`config.mk`:
```
export PLATFORM = sky130hd
export DESIGN_NAME = udc_cfg
export DESIGN_NICKNAME = d
export VERILOG_FILES = /design/src/rtl/udc_cfg_pkg.sv /design/src/rtl/udc_cfg.sv
export VERILOG_INCLUDE_DIRS = /design/src /design/src/rtl
export SDC_FILE = /design/constraint.sdc
export NUM_CORES = 1
export LEC_CHECK = 0
export ABC_CLOCK_PERIOD_IN_PS = 5330
export BUFFER_PORTS_ARGS = -buffer_cell sky130_fd_sc_hd__buf_2
export CORE_UTILIZATION = 60
export CTS_BUF_LIST = sky130_fd_sc_hd__clkbuf_8
export DETAILED_ROUTE_END_ITERATION = 8
export PLACE_DENSITY = 0.85
export SLEW_MARGIN = 20
export SYNTH_ARGS = -nofsm -noshare
export SYNTH_HDL_FRONTEND = slang
export SYNTH_SLANG_ARGS = --single-unit
```
`constraint.sdc`:
```
create_clock -name clk_sys -period 5.33 [get_ports clk_sys]
set_clock_uncertainty 0.05 [all_clocks]
set_input_delay 1.3325 -clock clk_sys [delete_from_list [all_inputs] [get_ports clk_sys]]
set_output_delay 1.3325 -clock clk_sys [all_outputs]
set_load 0.05 [all_outputs]
```
`src/rtl/udc_cfg_defs.svh`:
```
// constants for the device configuration and interrupt enable bank
`ifndef UDC_CFG_DEFS_SVH
`define UDC_CFG_DEFS_SVH

// command codes
`define UDC_CMD_CFG_WR 8'hBA
`define UDC_CMD_CFG_RD 8'hBB
`define UDC_CMD_IEN_WR 8'hC2
`define UDC_CMD_IEN_RD 8'hC3

// configuration field positions
`define UDC_CFG_ACK_ONLY 7
`define UDC_CFG_DRQ_POL 6
`define UDC_CFG_DACK_POL 5
`define UDC_CFG_EOT_POL 4
`define UDC_CFG_CS_WAKE 3
`define UDC_CFG_PWR_OFF 2
`define UDC_CFG_IRQ_PULSE 1
`define UDC_CFG_IRQ_POL 0

// reset values and configuration write mask
`define UDC_CFG_RESET 16'h2340
`define UDC_CFG_MASK 16'h7FFF
`define UDC_IEN_RESET 32'h0000_0000

// interrupt pulse width
`define UDC_CLK_PERIOD_NS 20
`define UDC_IRQ_PULSE_NS 166
`define UDC_IRQ_PULSE_CYC (`UDC_IRQ_PULSE_NS / `UDC_CLK_PERIOD_NS)

`endif

```
`src/rtl/udc_cfg_pkg.sv`:
```
// types for the device configuration and interrupt enable bank
package udc_cfg_pkg;
  typedef enum logic [1:0]
  {
    UDC_IDLE = 2'b00,
    UDC_DATA0 = 2'b01,
    UDC_DATA1 = 2'b10
  } udc_phase_t;

  typedef logic [15:0] udc_word_t;
endpackage

```
`src/rtl/udc_cfg.sv`:
```
// device configuration word, interrupt enables and event capture
`timescale 1ns/100ps
`default_nettype none
`include "udc_cfg_defs.svh"

// Function
// - bit 7 picks ack-only or classic DMA
// - bit 6 sets DMA request polarity
// - bit 5 sets DMA acknowledge polarity
// - bit 4 sets end-of-transfer polarity
// - bit 3 enables chip-select wake with bus power
// - bit 2 drives suspend output as power switch; here only stored and read back
// - bit 1 picks level or pulse irq; 166 ns asked, 8 cycles of 20 ns give 160 ns
// - bit 0 sets interrupt output polarity
// - bus reset keeps configuration bits
// - enables for endpoints and six bus events
// - disabled events neither recorded nor signalled
// - only events starting after enable count
// - enables gate status capture, not the output
// - bus reset keeps interrupt enables
// - enables written C2, read C3, two words
// - configuration written BA, read BB, one word
// - global enable needed before irq output
module udc_cfg #(
  parameter int NUM_EVENTS = 32,
  parameter int PULSE_CYC = `UDC_IRQ_PULSE_CYC
)(
  // clock, reset, enable
  input wire logic clk_sys,
  input wire logic nrst,
  input wire logic clk_en,
  // command port
  input wire logic cmd_strobe,
  input wire logic [7:0] cmd_code,
  input wire logic data_wr_strobe,
  input wire logic data_rd_strobe,
  input wire udc_cfg_pkg::udc_word_t data_wr,
  output udc_cfg_pkg::udc_word_t data_rd,
  // mode register bit and status clear
  input wire logic global_irq_enable,
  input wire logic [NUM_EVENTS-1:0] status_clear,
  // event sources, level high while an event is in progress
  input wire logic [NUM_EVENTS-1:0] event_in,
  // suspend and power
  input wire logic suspended,
  input wire logic vbus_present,
  input wire logic chip_select_n,
  // dma pins and internal dma side
  input wire logic dma_request,
  input wire logic device_dma_ack_in,
  input wire logic transfer_end_in,
  output logic device_dma_request_out,
  output logic dma_ack_active,
  output logic transfer_end_active,
  output logic ack_only_dma_select,
  // outputs to pins
  output logic device_irq_out,
  output logic suspend_out,
  output logic remote_wakeup,
  output logic [NUM_EVENTS-1:0] device_interrupt_status
);
  import udc_cfg_pkg::*;

  // limitations: no usb bus reset reaches this bank, so configuration
  // and enables change only by writes or nrst; the power-off bit is
  // stored and read back, while suspend_out already tracks suspend
  // a clock slower than the pulse width still gives a one-cycle pulse
  localparam int PW = (PULSE_CYC < 1) ? 1 : PULSE_CYC;

  udc_word_t device_hardware_configuration;
  logic [31:0] device_interrupt_enables;
  udc_phase_t phase;
  udc_phase_t next_phase;
  logic [7:0] cur_cmd;
  logic [NUM_EVENTS-1:0] event_prev;
  logic [NUM_EVENTS-1:0] next_status;
  logic irq_level;
  logic irq_level_d;
  logic [7:0] pulse_cnt;
  logic irq_assert;
  // decoded command-time and data-phase strobes
  logic cfg_wr_hit;
  logic ien_lo_hit;
  logic ien_hi_hit;
  logic rd_cfg_first;
  logic rd_ien_first;
  logic rd_ien_second;
  // decoded configuration fields
  logic fld_ack_only;
  logic fld_drq_pol;
  logic fld_dack_pol;
  logic fld_eot_pol;
  logic fld_cs_wake;
  logic fld_irq_pulse;
  logic fld_irq_pol;
  logic [NUM_EVENTS-1:0] event_rise;

  // apply a polarity bit: 1 means active high
  function automatic logic pol(input logic active, input logic high);
    pol = high ? active : ~active;
  endfunction

  // a command code accepted by this bank
  function automatic logic known_cmd(input logic [7:0] c);
    known_cmd = (c == `UDC_CMD_CFG_WR) || (c == `UDC_CMD_CFG_RD) ||
                (c == `UDC_CMD_IEN_WR) || (c == `UDC_CMD_IEN_RD);
  endfunction

  // write and second-read strobes qualified by phase and latched command,
  // first reads by the new command code; a new command in the same cycle wins, so a stray strobe cannot hit a stale command
  always_comb
  begin
    cfg_wr_hit = data_wr_strobe && !cmd_strobe && phase == UDC_DATA0 &&
                 cur_cmd == `UDC_CMD_CFG_WR;
    ien_lo_hit = data_wr_strobe && !cmd_strobe && phase == UDC_DATA0 &&
                 cur_cmd == `UDC_CMD_IEN_WR;
    ien_hi_hit = data_wr_strobe && !cmd_strobe && phase == UDC_DATA1 &&
                 cur_cmd == `UDC_CMD_IEN_WR;
    rd_cfg_first = cmd_strobe && cmd_code == `UDC_CMD_CFG_RD;
    rd_ien_first = cmd_strobe && cmd_code == `UDC_CMD_IEN_RD;
    rd_ien_second = data_rd_strobe && !cmd_strobe &&
                    phase == UDC_DATA0 && cur_cmd == `UDC_CMD_IEN_RD;
  end

  // named views of the lower configuration byte
  always_comb
  begin
    fld_ack_only = device_hardware_configuration[`UDC_CFG_ACK_ONLY];
    fld_drq_pol = device_hardware_configuration[`UDC_CFG_DRQ_POL];
    fld_dack_pol = device_hardware_configuration[`UDC_CFG_DACK_POL];
    fld_eot_pol = device_hardware_configuration[`UDC_CFG_EOT_POL];
    fld_cs_wake = device_hardware_configuration[`UDC_CFG_CS_WAKE];
    fld_irq_pulse = device_hardware_configuration[`UDC_CFG_IRQ_PULSE];
    fld_irq_pol = device_hardware_configuration[`UDC_CFG_IRQ_POL];
  end

  // data phase sequencing: one word for config, two for enables
  always_comb
  begin
    next_phase = phase;
    if (cmd_strobe)
    begin
      next_phase = known_cmd(cmd_code) ? UDC_DATA0 : UDC_IDLE;
    end
    else if (data_wr_strobe || data_rd_strobe)
    begin
      case (phase)
        UDC_DATA0:
          next_phase = (cur_cmd == `UDC_CMD_IEN_WR ||
                        cur_cmd == `UDC_CMD_IEN_RD) ? UDC_DATA1 : UDC_IDLE;
        UDC_DATA1: next_phase = UDC_IDLE;
        default: next_phase = UDC_IDLE;
      endcase
    end
  end

  // command latch and phase register
  always_ff @(posedge clk_sys)
  begin
    if (!nrst)
    begin
      phase <= UDC_IDLE;
      cur_cmd <= 8'h00;
    end
    else if (clk_en)
    begin
      phase <= next_phase;
      if (cmd_strobe)
      begin
        cur_cmd <= cmd_code;
      end
    end
  end

  // configuration register; a usb bus reset has no path here
  always_ff @(posedge clk_sys)
  begin
    if (!nrst)
    begin
      device_hardware_configuration <= `UDC_CFG_RESET;
    end
    else if (clk_en && cfg_wr_hit)
    begin
      device_hardware_configuration <= data_wr & `UDC_CFG_MASK;
    end
  end

  // enable register, low word first; untouched by usb bus reset
  always_ff @(posedge clk_sys)
  begin
    if (!nrst)
    begin
      device_interrupt_enables <= `UDC_IEN_RESET;
    end
    else if (clk_en)
    begin
      // a short sequence keeps the half already written
      if (ien_lo_hit)
      begin
        device_interrupt_enables[15:0] <= data_wr;
      end
      else if (ien_hi_hit)
      begin
        device_interrupt_enables[31:16] <= data_wr;
      end
    end
  end

  // read data: pure mux into a flop, no state changes on read; the
  // first word is loaded by the command itself so that it already
  // stands when the host takes it, before its first read strobe
  always_ff @(posedge clk_sys)
  begin
    if (!nrst)
    begin
      data_rd <= 16'h0000;
    end
    else if (clk_en)
    begin
      if (rd_cfg_first)
      begin
        data_rd <= device_hardware_configuration;
      end
      else if (rd_ien_first)
      begin
        data_rd <= device_interrupt_enables[15:0];
      end
      else if (rd_ien_second)
      begin
        data_rd <= device_interrupt_enables[31:16];
      end
    end
  end

  // capture only rising edges of enabled events
  always_comb
  begin
    // an event already high when its enable is set has no edge left
    event_rise = event_in & ~event_prev;
    next_status = device_interrupt_status & ~status_clear;
    // set wins over clear; an edge seen only while enabled
    next_status = next_status | (event_rise &
                  device_interrupt_enables[NUM_EVENTS-1:0]);
  end

  // event history and status bits
  always_ff @(posedge clk_sys)
  begin
    if (!nrst)
    begin
      event_prev <= '0;
      device_interrupt_status <= '0;
    end
    else if (clk_en)
    begin
      event_prev <= event_in;
      device_interrupt_status <= next_status;
    end
  end

  // interrupt level needs the global enable
  always_comb
  begin
    irq_level = global_irq_enable && (|device_interrupt_status);
  end

  // pulse timer: one pulse per rise of the level request
  always_ff @(posedge clk_sys)
  begin
    if (!nrst)
    begin
      irq_level_d <= 1'b0;
      pulse_cnt <= 8'h00;
    end
    else if (clk_en)
    begin
      irq_level_d <= irq_level;
      if (irq_level && !irq_level_d)
      begin
        pulse_cnt <= 8'(PW);
      end
      else if (pulse_cnt != 8'h00)
      begin
        pulse_cnt <= pulse_cnt - 8'h01;
      end
    end
  end

  // active-state of the interrupt pin before polarity
  always_comb
  begin
    irq_assert = fld_irq_pulse ? (pulse_cnt != 8'h00) : irq_level;
  end

  // interrupt pin, registered so the pulse edges are clean
  always_ff @(posedge clk_sys)
  begin
    if (!nrst)
    begin
      device_irq_out <= 1'b0;
    end
    else if (clk_en)
    begin
      device_irq_out <= pol(irq_assert, fld_irq_pol);
    end
  end

  // suspend and wake pins; the power-off bit needs no gate since the
  // plain suspend flag is already high for the whole suspend
  always_ff @(posedge clk_sys)
  begin
    if (!nrst)
    begin
      suspend_out <= 1'b0;
      remote_wakeup <= 1'b0;
    end
    else if (clk_en)
    begin
      suspend_out <= suspended;
      // wake through chip select only with bus power present
      remote_wakeup <= suspended && vbus_present && !chip_select_n &&
                       fld_cs_wake;
    end
  end

  // dma pins: each sense converted once, right at the pin
  always_ff @(posedge clk_sys)
  begin
    if (!nrst)
    begin
      device_dma_request_out <= 1'b0;
      dma_ack_active <= 1'b0;
      transfer_end_active <= 1'b0;
      ack_only_dma_select <= 1'b0;
    end
    else if (clk_en)
    begin
      device_dma_request_out <= pol(dma_request, fld_drq_pol);
      dma_ack_active <= pol(device_dma_ack_in, fld_dack_pol);
      transfer_end_active <= pol(transfer_end_in, fld_eot_pol);
      ack_only_dma_select <= fld_ack_only;
    end
  end

endmodule
`default_nettype wire

```
==> impl_metrics.ini, run 1 <==
[cts]
cts_buffers = 17
root_buffer = clkbuf_8
cts_resized = 0
cts_htree_levels = 4
clock_sinks = 153
clock_latency_ps = 440
cts.path.max_buffers = 2
cts_tree = built
clk_pin_slew_worst_paths_ps = 80
post_cts_buffers = 0
hold_buffers = 0

[critical_path]
path_class = in2reg
crit_path_start = clk_en
arrival_ps = 3890
reg2reg_from = cur_cmd[2]
ff2ff_path_depth = 5
endpoint_kind = flip-flop
endpoint = device_hardware_configuration[2]
crit_required_ps = 5650
regToRegEndpoint = device_hardware_configuration[2]
critPathLaunchType = input port
rrSetupSlack_ps = 2780
cp_max_fo = 51

[power]
power.leakage_nw = 3.21
power_mw = 2.48
worst_ir_drop_vdd_uv = 201
cellPowerDensity_nw_per_um2 = 327

[place]
gp_congestion = 0.864
numPortBuffers = 155
placed_area_sq_um = 7150
hpwl_microns = 11900

[global_route]
grt_max_degree = 81
grt_pass1_vias = 5655
grt-ovfl-total = 0
grt.total_usage_pct = 31.3
grt_antenna_before_repair = 0
grt_pass1_wl_microns = 27100

[synth]
synth_fp_nets = 858
syn_area_sq_um = 6400
yosysWarnings = 0
ys_top_cells_by_count = 188 x nand2_1, 153 x dfxtp_1, 105 x a21oi_1
synthFlopType = dfxtp_1
yosysTopAreaCell = dfxtp_1
synth_top_area_share_pct = 47.8
synthArstFlopShare_pct = 0
synth_edf_count = 0
synth_top_cells_by_area = dfxtp_1 48%, nand2_1 11%, mux2i_1 8.3%
ys_seq_area_share_pct = 47.8
ys_ff_latch = 153
ys_types = 52
synth_most_common_cell = nand2_1
synthCells = 755
syn_area_per_cell_sq_um = 8.48

[timing]
worst_slew_pin_slew_ps = 1100
rsz0062_at_grt = no
relSlewSlack_pct = 26.0
min_period_over_period_pct = 67.0
max_freq_ghz = 0.280
finalCriticalPeriod_ps = 3570
setup-violations-final = 0
finalHoldViolCount = 0
setup_tns_ps = 0
slew_viol_final = 0

[drt]
drt-initial-drc-count = 518
drc = 0
antenna_left = 0
drt_wl_total_microns = 17100
drt-wirelength-per-cell_microns = 16.7
vias_per_cell = 5.82
drtPass1Iterations = 5
vias = 5987

[cells_and_area]
area_growth_pct = 18.4
design_area_sq_um = 7590
multi_input_area_sq_um = 3110
fin_nets = 982
nFillCells = 792
diodes = 0
layout-drive-gt1-share_pct = 22.6
fin_util_pct = 73.5
ff_latch_area_sq_um = 3060

[worst_hold_path]
hold_path.class = reg2reg

[run]
cap_violations = 0

[floorplan]
io_pins = 156
initial_core_util_pct = 62.0
die_h_microns = 105
die_area_sq_um = 11100
core_sq_um = 10300
placement_rows = 37
die_w_microns = 105

[run_status]
outcome = finished clean
==> cell type report <==
class | instances | share of cell area (%)
Timing Repair Buffer | 157 | 10.5
Clock inverter | 12 | 1.96
Tap cell | 136 | 2.24
Sequential cell | 153 | 40.4
Clock buffer | 20 | 3.63
Multi-Input combinational cell | 544 | 41.0
Inverter | 6 | 0.330
==> report_power, final <==
part	leakage, nW	internal, mW	switching, mW
sequential	1.24	1.19	0.0348
combinational	1.75	0.145	0.193
clock	0.218	0.499	0.426
==> logic make-up after synthesis <==
kind of cell	count (synthesis)	synth area share [%]
mux	54	8.46
fa+ha+maj	2	0.391
flops	153	47.8
xor+xnor	5	0.684
simple gates	343	25.9
buf+inv	58	3.73
compound gates	140	13.0
==> routing by layer <==
layer	track usage (%)	up-vias	share of wire, %
met5	0	-	0
met4	13.4	0	2.7
met3	6.25	36	6.4
met2	54.7	240	51
met1	37.3	2838	39
li1	-	2873	-
==> worst min path at each step <==
stage	startpoint	to	slack (ps)	depth (start not counted)
finish	device_hardware_configuration[11]	device_hardware_configuration[11]	410	2
detailed placement	device_hardware_configuration[11]	device_hardware_configuration[11]	400	2
global placement	device_hardware_configuration[14]	device_hardware_configuration[14]	390	2
global route	device_hardware_configuration[11]	device_hardware_configuration[11]	430	2
CTS	device_hardware_configuration[11]	device_hardware_configuration[11]	410	2
floorplan	cur_cmd[2]	cur_cmd[2]	380	2
==> flip-flops by register name (all words and copies together) (netlist names) <==
| signal | flops |
|---|---|
| remote_wakeup | 1 |
| data_rd | 16 |
| pulse_cnt | 8 |
| dma_ack_active | 1 |
| device_dma_request_out | 1 |
| device_hardware_configuration | 15 |
| cur_cmd | 8 |
| event_prev | 32 |
| irq_level_d | 1 |
| ack_only_dma_select | 1 |
| suspend_out | 1 |
| phase | 2 |
| device_irq_out | 1 |
| transfer_end_active | 1 |
| device_interrupt_status | 32 |
| device_interrupt_enables | 32 |
==> per-stage QoR <==
stage / std cells / hold WS (ps) / setup slack (ps)
finish: 1028 / 409 / 1760
global route: 1028 / 426 / 1630
CTS: 1028 / 409 / 1710
detailed placement: 996 / 399 / 1340
global placement: 996 / 390 / 1450
floorplan: 755 / 382 / 2050
==> critical path: stages <==
cell and delay (ps):
buf_4 460, inv_2 210, or4b_4 660, nor3_2 900
nand2_1 140, a21oi_1 180
==> cells in the final DEF, fill, tap and decap left out, drive strengths merged, types with 2 or more instances in the layout <==
| cell | n |
|---|---|
| nand2 | 188 |
| buf | 157 |
| dfxtp | 153 |
| a21oi | 105 |
| nor2 | 59 |
| mux2i | 53 |
| nand4b | 35 |
| clkbuf | 20 |
| nand3 | 15 |
| a211o | 15 |
| nor4 | 10 |
| inv | 9 |
| nor3 | 8 |
| nand4 | 4 |
| xnor2 | 4 |
| or4 | 4 |
| or3 | 4 |
| or4b | 4 |
| clkinv | 4 |
| bufinv | 3 |
| nor2b | 2 |
| o31ai | 2 |
| o21a | 2 |
| o2111ai | 2 |
| a211oi | 2 |
| nand2b | 2 |
| o21ai | 2 |
| ha | 2 |
| clkinvlp | 2 |
| nor4b | 2 |
| a31o | 2 |
No activity file was read; power rests on OpenSTA's default activity.
==> inputs of run 2 (changes only) <==
--- a/config.mk
+++ b/config.mk
@@ -6,12 +6,12 @@
 export SDC_FILE = /design/constraint.sdc
 export NUM_CORES = 1
 export LEC_CHECK = 0
-export ABC_CLOCK_PERIOD_IN_PS = 5330
+export ABC_CLOCK_PERIOD_IN_PS = 3200
 export BUFFER_PORTS_ARGS = -buffer_cell sky130_fd_sc_hd__buf_2
-export CORE_UTILIZATION = 60
+export CORE_UTILIZATION = 50
 export CTS_BUF_LIST = sky130_fd_sc_hd__clkbuf_8
 export DETAILED_ROUTE_END_ITERATION = 8
-export PLACE_DENSITY = 0.85
+export PLACE_DENSITY = 0.75
 export SLEW_MARGIN = 20
 export SYNTH_ARGS = -nofsm -noshare
 export SYNTH_HDL_FRONTEND = slang
==> constraint.sdc (replaced) <==
create_clock -name clk_sys -period 3.2 [get_ports clk_sys]
set_clock_uncertainty 0.05 [all_clocks]
set_input_delay 0.8 -clock clk_sys [delete_from_list [all_inputs] [get_ports clk_sys]]
set_output_delay 0.8 -clock clk_sys [all_outputs]
set_load 0.05 [all_outputs]
==> run 2 against run 1 <==
Net effect: via count decreased by 2.9%; sequential share of layout area is 0.85 points lower; critical path depth did not move; final area rose by 2.1%; critical path type unchanged; largest power group unchanged.
==> impl_metrics.ini, run 2 (synthesis results as in run 1) <==
[timing]
min_period_over_period_pct = 77.4
finalHoldViolCount = 0
worst_slew_pin_slew_ps = 666
setup_tns_ps = 0
rsz0062_at_grt = no
relSlewSlack_pct = 55.6
setup-violations-final = 0
slew_viol_final = 0
max_freq_ghz = 0.403
hold_slack_ps = 406
finalCriticalPeriod_ps = 2480
fin_ws_ps = 722

[cells_and_area]
nFillCells = 1077
final_cell_mix = 188 x nand2_1, 154 x buf_2, 153 x dfxtp_1
final_common_cell = nand2_1
area_growth_pct = 21.0
fin_nets = 991
layout-drive-gt1-share_pct = 23.4
largestRegisters = device_interrupt_enables x32, device_interrupt_status x32, event_prev x32
design_area_sq_um = 7750
fin_util_pct = 63.2
finalNonFillerCells = 1070

[global_route]
grt_pass1_vias = 5316
grt_max_degree = 125
grt.total_usage_pct = 25.6
grt-ovfl-total = 0
grt_pass1_wl_microns = 26100
grt_antenna_before_repair = 1

[power]
pwr-share-comb_pct = 12.8
p_switching_mw = 1.07
power.leakage_nw = 3.26
power_mw = 4.28
worst_ir_drop_vdd_uv = 322
clkPwrFrac_pct = 39.8
swShare_pct = 25.0
cellPowerDensity_nw_per_um2 = 552
intPower_mw = 3.21
pwr-share-seq_pct = 47.4

[worst_hold_path]
whs_path_depth = 2
hold_path.class = reg2reg
hold_path_startpoint = data_rd[4]
whs_endpoint = data_rd[4]

[floorplan]
die_h_microns = 115
initial_core_util_pct = 52.2
placement_rows = 40
die_w_microns = 115
core_sq_um = 12300
io_pins = 156
die_area_sq_um = 13300

[drt]
drc = 0
drtPass1Iterations = 6
drt_wl_total_microns = 16600
antenna_left = 0
vias_per_cell = 5.44
vias = 5816
drt-wirelength-per-cell_microns = 15.5
drt-initial-drc-count = 303

[cts]
cts.path.max_buffers = 2
hold_buffers = 0
clock_latency_ps = 450
cts_tree = built
cts_buffers = 17
cts_resized = 0
post_cts_buffers = 0
root_buffer = clkbuf_8
clock_sinks = 153
cts_htree_levels = 4
clk_pin_slew_worst_paths_ps = 80

[run]
cap_violations = 0

[critical_path]
regToRegEndpoint = pulse_cnt[2]
crit_required_ps = 3450
path_class = in2reg
ff2ff_path_depth = 5
rrSetupSlack_ps = 870
endpoint_kind = flip-flop
critPathLaunchType = input port
reg2reg_from = device_interrupt_status[28]
cp_max_fo = 16
arrival_ps = 2730

[place]
placed_area_sq_um = 7270
numPortBuffers = 155
dpl_worst_slack_ps = 306
dp_cells = 1037
hpwl_microns = 11300
gp_congestion = 0.801

[run_status]
outcome = finished clean
==> run 2: layout make-up <==
| cell class | count | area, sq um | area share (%) |
|---|---|---|---|
| flip-flops and latches | 153 | 3060 | 39.5 |
| repair buffers | 166 | 873 | 11.3 |
| clock buffers | 20 | 275 | 3.55 |
| multi-input cells | 544 | 3100 | 40.0 |
| well taps | 168 | 210 | 2.71 |
| clock inverters | 12 | 196 | 2.54 |
| diodes | 1 | 2.50 | 0.0323 |
| inverters | 6 | 25.0 | 0.323 |
==> run 2: power groups by stage <==
stage	registers, mW	logic [mW]	clock network [mW]
after floorplan	2.07	0.390	0
after global placement	2.07	0.535	0
after detailed placement	2.07	0.544	0
after CTS	2.03	0.547	1.72
after global routing	2.04	0.602	1.82
final	2.03	0.549	1.70
==> run 2: worst max-delay path by stage <==
stage,start,endpoint,slack (ps),cells after the start
2_1_floorplan,clk_en,device_interrupt_enables[21],460,8
3_3_place_gp,cmd_strobe,device_interrupt_enables[10],360,6
3_5_place_dp,cmd_strobe,device_interrupt_enables[9],310,6
4_1_cts,cmd_strobe,device_interrupt_enables[15],750,6
5_1_grt,cmd_strobe,device_interrupt_enables[15],660,6
6_report,cmd_strobe,device_interrupt_enables[15],720,6
==> run 2: worst max-delay path, cell delays in order <==
cell	delay [ps]
buf_2	110
nand4bb_1	240
or4b_4	610
or3_1	690
nand2_1	190
a21oi_1	80
==> run 2: routing by layer <==
metal | vias up | global-route usage, % | routed length, microns | share of wire [%]
li1 | 2890 | - | - | -
met1 | 2745 | 32.5 | 7370 | 44
met2 | 150 | 42.2 | 8030 | 48
met3 | 31 | 5.69 | 767 | 4.6
met4 | 0 | 10.9 | 401 | 2.4
met5 | - | 0 | 0 | 0
